### config.mk
export PLATFORM = sky130hd
export DESIGN_NAME = mlx_exec
export DESIGN_NICKNAME = d
export VERILOG_FILES = /design/src/design/mlx_pkg.sv /design/src/design/mlx_exec.sv
export VERILOG_INCLUDE_DIRS = /design/src /design/src/design
export SDC_FILE = /design/constraint.sdc
export NUM_CORES = 1
export LEC_CHECK = 0
export ABC_AREA = 1
export BUFFER_PORTS_ARGS = -buffer_cell sky130_fd_sc_hd__buf_4
export CORE_MARGIN = 2
export CORE_UTILIZATION = 45
export CTS_CLUSTER_SIZE = 28
export DETAILED_ROUTE_END_ITERATION = 8
export MAX_ROUTING_LAYER = met4
export PLACE_DENSITY = 0.68
export SLEW_MARGIN = 5
export SYNTH_ARGS = -nofsm -noshare
export SYNTH_HDL_FRONTEND = slang
export SYNTH_SLANG_ARGS = --single-unit
### constraint.sdc
create_clock -name clk_i -period 3.3 [get_ports clk_i]
set_input_delay 0.165 -clock clk_i [delete_from_list [all_inputs] [get_ports clk_i]]
set_output_delay 0.165 -clock clk_i [all_outputs]
set_load 0.02 [all_outputs]
### src/design/mlx_params.svh
// Opcode and cycle-count constants for the memory transfer executor
`ifndef MLX_PARAMS_SVH
`define MLX_PARAMS_SVH

// ==========================================================
// Opcodes
`define MLX_OPC_LD_IND     8'hc3
`define MLX_OPC_ST_IND     8'hd3
`define MLX_OPC_LD_SHORT   8'he7
`define MLX_OPC_ST_SHORT   8'hf7
`define MLX_OPC_LD_LONG    8'ha7
`define MLX_OPC_ST_LONG    8'hb7
`define MLX_OPC_LD_DEC     8'he2

// ==========================================================
// Pair codes that select a direct address
`define MLX_PAIR_DA_PROG   4'h0
`define MLX_PAIR_DA_DATA   4'h1

// ==========================================================
// Cycle counts per form
`define MLX_CYC_IND        4'd10
`define MLX_CYC_SHORT      4'd12
`define MLX_CYC_LONG       4'd14
`define MLX_CYC_DEC        4'd10

// ==========================================================
// Misc
`define MLX_DEC_ONE        16'h0001
`define MLX_RF_DEPTH       16

`endif

### src/design/mlx_pkg.sv
// Types for the memory transfer executor
package mlx_pkg;

	typedef enum logic [0:0]
	{
		MLX_IDLE = 1'b0,
		MLX_RUN  = 1'b1
	} mlx_state_e;

	typedef enum logic [0:0]
	{
		MLX_SPACE_PROG = 1'b0,
		MLX_SPACE_DATA = 1'b1
	} mlx_space_e;

endpackage : mlx_pkg

### src/design/mlx_exec.sv
// Decode and execute of byte transfers between registers and memory
// ==========================================================
// Notes on behaviour
// - Move one byte memory to register or back; source untouched.
// - Pair forms: even pair number means program memory, odd means data.
// - Memory load, store and decrement leave all status flags alone.
// - C3 loads, D3 stores through a pair pointer; 2 bytes, 10 cycles.
// - E7/F7 add third-byte short offset to pair; 3 bytes, 12 cycles.
// - A7/B7 add two-byte offset, low first, to pair; 4 bytes, 14 cycles.
// - Long indexed forms never use pair zero/one as index.
// - A7/B7 pair 0000 is direct program address, 0001 direct data.
// - Program memory stores only on writable variants, never on ROM.
// - Load-decrement loads byte first, then decrements the pair.
// - Load-decrement uses program memory for even pair, data for odd.
`timescale 1ns/1ns
`include "mlx_params.svh"

module mlx_exec
#(
	parameter bit PROG_WRITABLE = 1'b1
)
(
	input  wire logic                clk_i,
	input  wire logic                srst_i,
	input  wire logic                start_i,
	input  wire logic [7:0]          opc_i,
	input  wire logic [7:0]          byte2_i,
	input  wire logic [7:0]          byte3_i,
	input  wire logic [7:0]          byte4_i,
	output logic                     ready_o,
	output logic                     done_o,
	output logic                     illegal_o,
	output logic                     store_blocked_o,
	output logic                     flags_we_o,
	input  wire logic                core_we_i,
	input  wire logic [3:0]          core_addr_i,
	input  wire logic [7:0]          core_wdata_i,
	output logic [7:0]               core_rdata_o,
	output logic                     mem_req_o,
	output logic                     mem_we_o,
	output mlx_pkg::mlx_space_e      mem_space_o,
	output logic [15:0]              mem_addr_o,
	output logic [7:0]               mem_wdata_o,
	input  wire logic [7:0]          mem_rdata_i
);
	import mlx_pkg::*;

	// ==========================================================
	// State
	logic [7:0]  rf [`MLX_RF_DEPTH];
	mlx_state_e  state;
	mlx_state_e  next_state;
	logic [3:0]  cnt;
	logic [3:0]  next_cnt;
	logic        rd_pend;
	logic        is_load;
	logic        is_dec;
	logic [3:0]  wreg;
	logic [3:0]  pair_hi;
	logic [7:0]  rdata;
	logic [15:0] pair_val;

	// ==========================================================
	// Decode
	wire [3:0]  f_reg     = byte2_i[7:4];
	wire [3:0]  f_pair    = byte2_i[3:0];
	wire [3:0]  p_hi      = {f_pair[3:1], 1'b0};
	wire [3:0]  p_lo      = {f_pair[3:1], 1'b1};
	wire [15:0] pair_addr = {rf[p_hi], rf[p_lo]};
	wire op_ind   = (opc_i == `MLX_OPC_LD_IND) ||
	                (opc_i == `MLX_OPC_ST_IND);
	wire op_short = (opc_i == `MLX_OPC_LD_SHORT) ||
	                (opc_i == `MLX_OPC_ST_SHORT);
	wire op_long  = (opc_i == `MLX_OPC_LD_LONG) ||
	                (opc_i == `MLX_OPC_ST_LONG);
	wire op_dec   = (opc_i == `MLX_OPC_LD_DEC);
	wire op_ld    = (opc_i == `MLX_OPC_LD_IND) ||
	                (opc_i == `MLX_OPC_LD_SHORT) ||
	                (opc_i == `MLX_OPC_LD_LONG) || op_dec;
	wire op_ok    = op_ind || op_short || op_long || op_dec;
	wire is_da    = op_long && (f_pair[3:1] == 3'b000);
	wire [15:0] long_off = {byte4_i, byte3_i};
	wire [15:0] short_off = {8'h00, byte3_i};
	wire [15:0] eff_addr =
		is_da    ? long_off :
		op_long  ? 16'(pair_addr + long_off) :
		op_short ? 16'(pair_addr + short_off) :
		pair_addr;
	// Parity of pair field picks the space; for direct forms 0000/0001 too
	wire space_data = f_pair[0];
	wire [3:0] cyc =
		op_long  ? `MLX_CYC_LONG :
		op_short ? `MLX_CYC_SHORT :
		op_dec   ? `MLX_CYC_DEC : `MLX_CYC_IND;
	wire block_st = !op_ld && !space_data && !PROG_WRITABLE;
	wire take     = start_i && (state == MLX_IDLE) && op_ok;
	wire last     = (state == MLX_RUN) && (cnt == 4'd0);
	wire [15:0] dec_val = 16'(pair_val - `MLX_DEC_ONE);

	// ==========================================================
	// Handshake outputs
	assign ready_o    = (state == MLX_IDLE);
	assign done_o     = last;
	assign flags_we_o = 1'b0;

	// ==========================================================
	// Next state
	always_comb
	begin
		next_state = state;
		next_cnt   = cnt;
		unique case (state)
			MLX_IDLE:
			begin
				if (take)
				begin
					next_state = MLX_RUN;
					next_cnt   = 4'(cyc - 4'd2);
				end
			end
			MLX_RUN:
			begin
				if (cnt == 4'd0)
					next_state = MLX_IDLE;
				else
					next_cnt = 4'(cnt - 4'd1);
			end
		endcase
	end

	// ==========================================================
	// Sequencer
	always_ff @(posedge clk_i)
	begin
		if (srst_i)
		begin
			state <= MLX_IDLE;
			cnt   <= 4'd0;
		end
		else
		begin
			state <= next_state;
			cnt   <= next_cnt;
		end
	end

	// ==========================================================
	// Memory request, one cycle after acceptance
	always_ff @(posedge clk_i)
	begin
		if (srst_i)
		begin
			mem_req_o       <= 1'b0;
			mem_we_o        <= 1'b0;
			mem_space_o     <= MLX_SPACE_PROG;
			mem_addr_o      <= 16'h0000;
			mem_wdata_o     <= 8'h00;
			illegal_o       <= 1'b0;
			store_blocked_o <= 1'b0;
			rd_pend         <= 1'b0;
		end
		else
		begin
			mem_req_o       <= take && !block_st;
			illegal_o       <= start_i && (state == MLX_IDLE) && !op_ok;
			rd_pend         <= mem_req_o && !mem_we_o;
			if (take)
			begin
				mem_we_o        <= !op_ld && !block_st;
				mem_space_o     <= mlx_space_e'(space_data);
				mem_addr_o      <= eff_addr;
				mem_wdata_o     <= rf[f_reg];
				store_blocked_o <= block_st;
			end
		end
	end

	// ==========================================================
	// Instruction context and read capture
	always_ff @(posedge clk_i)
	begin
		if (srst_i)
		begin
			is_load  <= 1'b0;
			is_dec   <= 1'b0;
			wreg     <= 4'h0;
			pair_hi  <= 4'h0;
			pair_val <= 16'h0000;
			rdata    <= 8'h00;
		end
		else
		begin
			if (take)
			begin
				is_load  <= op_ld;
				is_dec   <= op_dec;
				wreg     <= f_reg;
				pair_hi  <= p_hi;
				pair_val <= pair_addr;
			end
			if (rd_pend)
				rdata <= mem_rdata_i;
		end
	end

	// ==========================================================
	// Working registers
	always_ff @(posedge clk_i)
	begin
		core_rdata_o <= srst_i ? 8'h00 : rf[core_addr_i];
		if (core_we_i)
			rf[core_addr_i] <= core_wdata_i;
		if (last && is_load)
			rf[wreg] <= rdata;
		if (last && is_dec)
		begin
			rf[pair_hi]        <= dec_val[15:8];
			rf[pair_hi | 4'h1] <= dec_val[7:0];
		end
	end

endmodule : mlx_exec

==> results of run 1 <==
## area by class of cell
cell class                 instances  area share, %
tap                              402           3.02
sequential                       203           32.1
clock inverter                    15           1.18
multi-input combinational       1502           46.0
inverter                         223           5.05
clock buffer                      28           3.95
timing repair buffer             182           8.69
## kinds of logic (layout without fill, tap and decap cells)
family	count (synthesis)	after routing	share of synthesized area, %
compound gates	711	711	28.2
simple gates	748	748	21.5
other cells	1	2	0.0259
flops	203	203	37.0
mux	2	2	0.138
xor+xnor	20	20	1.21
buf+inv	364	448	10.2
fa+ha+maj	19	19	1.70
## worst max path at each step
stage / from / to / cells after the start / slack, ps
finish: rf[3][5] / mem_addr_o[15] / 22 / 290
global route: rf[3][0] / mem_addr_o[12] / 22 / 10
CTS: rf[3][5] / mem_addr_o[12] / 20 / 230
detailed placement: byte2_i[1] / mem_addr_o[10] / 21 / 200
global placement: byte2_i[1] / mem_addr_o[12] / 22 / 200
floorplan: byte2_i[1] / mem_addr_o[10] / 24 / 370
## critical path: cells and delay by family (launching register included)
kind / cells / cell delay (ps)
DFF: 1 / 400
and+or+nand+nor: 14 / 1190
buffers and inverters: 2 / 290
AOI/OAI and AO/OA: 5 / 710
adders and majority gates: 1 / 350
## cells in the final DEF (no fill, tap or decap), types with 8 or more instances in the layout
master / count
o21ai_0: 343
buf_4: 162
a211oi_1: 20
edfxtp_1: 128
a21oi_1: 152
nor2_1: 106
clkbuf_16: 25
o21ai_1: 33
nand2_2: 15
nand3_1: 94
a22oi_1: 32
nand4_1: 13
ha_1: 18
inv_1: 209
xor2_1: 16
dfxtp_1: 75
a41oi_1: 8
dlygate4sd3_1: 17
clkinv_1: 8
nand2_1: 484
o221ai_1: 23
o211ai_1: 75
## state kept, by name, indices dropped and copies added (netlist names), 3 cells and up
name	count
rf	128
mem_addr_o	16
pair_val	16
core_rdata_o	8
mem_wdata_o	8
rdata	8
cnt	4
wreg	4
pair_hi	3
## routing by layer
layer | GRT usage, % | up-vias
met3 | 6.67 | 151
met4 | 10.5 | 0
li1 | - | 7257
met1 | 55.0 | 7431
met5 | - | -
met2 | 56.8 | 1045
## through the flow
stage,instances,hold WS [ps],total power (uW)
floorplan,2069,307,3490
global placement,2494,420,3950
detailed placement,2494,437,3960
CTS,2554,33.4,6860
global route,2555,67.1,7090
finish,2555,41.7,6900
## what timing repair did
item	CTS	global route
gates resized for setup	0	7
hold endpoints to repair	18	0
endpoints found under the setup margin	0	8
buffers inserted	0	1
hold buffers	17	0
## power groups by stage
stage / Sequential (uW) / Clock, uW / Combinational (uW)
after floorplan: 2800 / 0 / 694
after global placement: 2790 / 0 / 1160
after detailed placement: 2790 / 0 / 1160
after CTS: 2740 / 2930 / 1190
after global routing: 2740 / 3030 / 1320
final: 2740 / 2930 / 1220
==> results_dict.tcl, run 1 <==
set metrics [dict create \
    status "finished, final reports clean" \
    core-area_um2 31600 \
    ys_seq_elements 203 \
    drt-wirelength-per-cell_um 25.0 \
    globalRouteTotalUtil_pct 38.7 \
    drc_errors 0 \
    io_buffers 93 \
    synth.distinct_cells 54 \
    finalSetupTns_ps 0 \
    drive_gt1_share_pct 11.7 \
    combPwrFrac_pct 17.8 \
    drtIter0Drc 2555 \
    min_path_type "input port to flop" \
    yosysTopAreaCell "edfxtp_1" \
    reg2reg_depth 22 \
    die_area_um2 33600 \
    gp_congestion 1.04 \
    syn_avg_cell_area_um2 6.99 \
    synth_commonest_cells "nand2_1 (487), o21ai_0 (347), inv_1 (209), a21oi_1 (152), edfxtp_1 (128)" \
    fin_area_um2 16600 \
    synth_edf_count 128 \
    rows 65 \
    worst_path_max_delay_cell "edfxtp_1" \
    yosys_warnings 0 \
    whs_path_depth 5 \
    clkSinkCount 203 \
    r2r_start "rf[3][5]" \
    crit_chain "inv_1, a21oi_1, o21ai_0, o21ai_0, nand2_1, o21a_2, inv_1, ha_1, nand2_1, nor2_1, nand2_1, nand2_1, nand2_1, nand2_1, nand2_1, nor2_4, nand2_1, nand2_1, nand3_1, nand2_1, nand2_1, a21oi_2" \
    via_per_inst 6.22 \
    hpwl_um 48300 \
    multi_input_area_um2 7650 \
    crit_fanout 4 \
    power_density_nw_per_um2 415 \
    final-hold-violation-count 0 \
    cts_tree "done" \
    drt_pass1_iterations 8 \
    relSlewSlack_pct 28.8 \
    synth_top_area_share_pct 26.6 \
    finalClockSkew_ps 24.1 \
    wl_met1_um 26800 \
    worst_pin_slew_ps 1060 \
    die_h_um 183 \
    finalCritPeriodShare_pct 91.3 \
    grt_pass1_wl_um 93400 \
    ys_async_sr_fraction_pct 0 \
    synth.area.top_cells "edfxtp_1 (27%), nand2_1 (13%), o21ai_0 (12%), dfxtp_1 (10%), inv_1 (5.4%)" \
    clkPwrFrac_pct 42.5 \
    drtAntennaViolNets 0 \
    synth_area_um2 14500 \
    grt_pass1_vias 14000 \
    diodes 0 \
    cts-htree-levels 1 \
    peakVddDrop_mv 0.320 \
    die_w_um 183 \
    final_util_pct 52.7 \
    gr-total-overflow 0 \
    met2_length_um 27100 \
    pre_cts_ws_ps 198 \
    regArea_um2 5350 \
    setup_slack_ps 286 \
    fmax_ghz 0.332 \
    wl_um 63800 \
    worst_path_most_repeated_cell "nand2_1" \
    final_nets 2211 \
    ys_seq_area_share_pct 37.0 \
    min_from "byte4_i[2]" \
    worstPathArrival_ps 3480 \
    clk_latency_ps 550 \
    reg2reg_to "mem_addr_o[15]" \
    power_frac_seq_pct 39.7 \
    worstSetupPathType "flop to flop" \
    place_area_um2 15600 \
    p_int_uw 4860 \
    start_util_pct 45.8 \
    numCtsBuffers 24 \
    setup_violations 0 \
    final_max_slew_viol_count 0 \
    crit_path_end_kind "flop" \
    ios 96 \
    p_leak_uw 0.00726 \
    cts_root_buffer "clkbuf_16" \
    regToRegSetupSlack_ps 290 \
    p_switching_uw 2040 \
    synth_flop_cell "edfxtp_1" \
    period_minus_slack_ps 3010 \
    area_growth_syn_to_layout_pct 15.1 \
    wl_met3_um 7860 \
    grt_max_degree 112 \
    netlist_instances 2068 \
    drv_cap 0 \
    num_vias 15900 \
    cts.clk_slew.worst_paths_ps 60 \
    start_kind "flop" \
    critical_path.max_stage_delay_ps 400 \
    clock_path_buffers 3 \
    n_fill_cell 3108 \
    sw_frac_of_total_pct 29.5 \
    rsz0062_at_grt "false" \
    antenna_found_initial 1 \
    worstPathRequired_ps 3760 \
    hold_end "mem_addr_o[10]" \
    top_layer_used "met4" \
    yosysMostFrequentCell "nand2_1" \
]
No activity file was read; power rests on OpenSTA's default activity.
==> run 2: changes to the inputs <==
--- a/config.mk
+++ b/config.mk
@@ -13,7 +13,6 @@
 export CTS_CLUSTER_SIZE = 28
 export DETAILED_ROUTE_END_ITERATION = 8
 export MAX_ROUTING_LAYER = met4
-export PLACE_DENSITY = 0.68
 export SLEW_MARGIN = 5
 export SYNTH_ARGS = -nofsm -noshare
 export SYNTH_HDL_FRONTEND = slang
==> results_dict.tcl, run 2 (synthesis results as in run 1) <==
set metrics [dict create \
    cp_top_family "compound AO/OA/AOI/OAI gates" \
    clock_path_buffers 3 \
    busiest_layer "met1" \
    clkSinkCount 203 \
    finalClockSkew_ps 15.3 \
    mostFrequentLayoutCell "nand2_1" \
    status "finished, final reports clean" \
    gp_congestion 1.03 \
    critical_path.max_stage_delay_ps 490 \
    grt_util_met3_pct 8.48 \
    place_inst 2497 \
    largest_register "rf" \
    final_nets 2216 \
    fmax_ghz 0.328 \
    use_met1_pct 56.1 \
    regToRegSetupSlack_ps 250 \
    worstPathRequired_ps 3730 \
    core-area_um2 31600 \
    drt_pass1_iterations 6 \
    instances_no_fill 2563 \
    peakVddDrop_mv 0.437 \
    relSlewSlack_pct 26.7 \
    cts-htree-levels 1 \
    area_growth_syn_to_layout_pct 15.3 \
    worst_path_max_delay_cell "edfxtp_1" \
    path_buf_inv 2 \
    hpwl_um 48700 \
    wl_um 64500 \
    grt_max_degree 119 \
    antenna_found_initial 2 \
    power_density_nw_per_um2 411 \
    rows 65 \
    cts_tree "done" \
    min_path_type "input port to flop" \
    period_minus_slack_ps 3050 \
    die_h_um 183 \
    worstSetupPathType "flop to flop" \
    worst_path_most_repeated_cell "nand2_1" \
    grt_pass1_vias 14100 \
    clk_latency_ps 560 \
    drt-wirelength-per-cell_um 25.2 \
    grt.met2_usage_pct 55.7 \
    globalRouteTotalUtil_pct 39.3 \
    drtIter0Drc 2614 \
    largest_reg_flops 128 \
    setup_violations 0 \
    grt_pass1_wl_um 94200 \
    rsz0062_at_grt "false" \
    worst_pin_slew_ps 1100 \
    die_area_um2 33600 \
    numCtsBuffers 25 \
    via_per_inst 6.15 \
    finalCritPeriodShare_pct 92.4 \
    drv_cap 0 \
    drive_gt1_share_pct 11.3 \
    cts_root_buffer "clkbuf_16" \
    finalSetupTns_ps 0 \
    crit_chain "inv_2, a21oi_1, o21ai_0, o21ai_1, nand2_1, o21a_1, inv_1, ha_1, a21oi_1, nand2_1, a21boi_0, nand3b_1, nand3b_1, nand3_1, nand3_1, nand2_1, a21oi_2" \
    die_w_um 183 \
    final-hold-violation-count 0 \
    gr-total-overflow 0 \
    cts.clk_slew.worst_paths_ps 60 \
    worstPathArrival_ps 3480 \
    start_kind "flop" \
    num_vias 15800 \
    drc_errors 0 \
    top_regs "rf (128), mem_addr_o (16), pair_val (16)" \
    crit_fanout 4 \
    io_buffers 93 \
    final_cell_mix "nand2_1 (486), o21ai_0 (344), inv_1 (208)" \
    start_util_pct 45.8 \
    final_max_slew_viol_count 0 \
    ios 96 \
    drtAntennaViolNets 0 \
    crit_path_end_kind "flop" \
    cts_setup_buffers 0 \
    p_leak_uw 0.00728 \
]
==> run 2: what timing repair did <==
action,4_1_cts,5_1_grt
hold endpoints to repair,20,0
gates resized for setup,0,4
setup endpoints to repair,0,4
hold buffers,19,0
==> run 2: path summary, 6_finish.rpt <==
kind,to,cells past startpoint,start
max reg2reg,mem_addr_o[14],17,rf[11][3]
min,mem_addr_o[9],5,byte4_i[1]
min reg2reg,rd_pend,2,mem_req_o
max,mem_addr_o[14],17,rf[11][3]
==> run 2: tightest hold or removal path: cells and delay by family <==
| kind | cells | cell delay, ps |
|---|---|---|
| and+or+nand+nor | 3 | 200 |
| buffers and inverters | 1 | 110 |
| AOI/OAI and AO/OA | 1 | 50 |
==> run 2: area by class of cell <==
| cell class | instances | area [um2] |
|---|---|---|
| Tap cell | 402 | 503 |
| Clock inverter | 12 | 173 |
| Antenna cell | 1 | 2.50 |
| Multi-Input combinational cell | 1502 | 7640 |
| Timing Repair Buffer | 186 | 1490 |
| Inverter | 223 | 841 |
| Clock buffer | 34 | 669 |
| Fill cell | 3133 | 14900 |
| Sequential cell | 203 | 5350 |
==> run 2: through the flow <==
stage / hold WS (ps) / worst slack [ps] / total power, uW / util (%) / area, um2
detailed placement: 433 / 183 / 3950 / 49.5 / 15600
CTS: 0.213 / 230 / 6820 / 52.8 / 16700
global route: 28.3 / 39.1 / 7050 / 52.8 / 16700
floorplan: 307 / 369 / 3490 / - / 14500
global placement: 424 / 186 / 3950 / 49.5 / 15600
finish: 14.5 / 251 / 6850 / 52.8 / 16700
==> run 2: where the power goes <==
group          internal (uW)  switching (uW)  leakage, uW
sequential              2720            18.9      0.00176
clock                   1740            1150     0.000405
combinational            393             826      0.00511
==> run 2: metal layers <==
layer  share of wire (%)  wire length (um)
met1                  43             27600
met3                  12              7860
met2                  41             26700
met5                   0                 0
met4                 3.6              2320
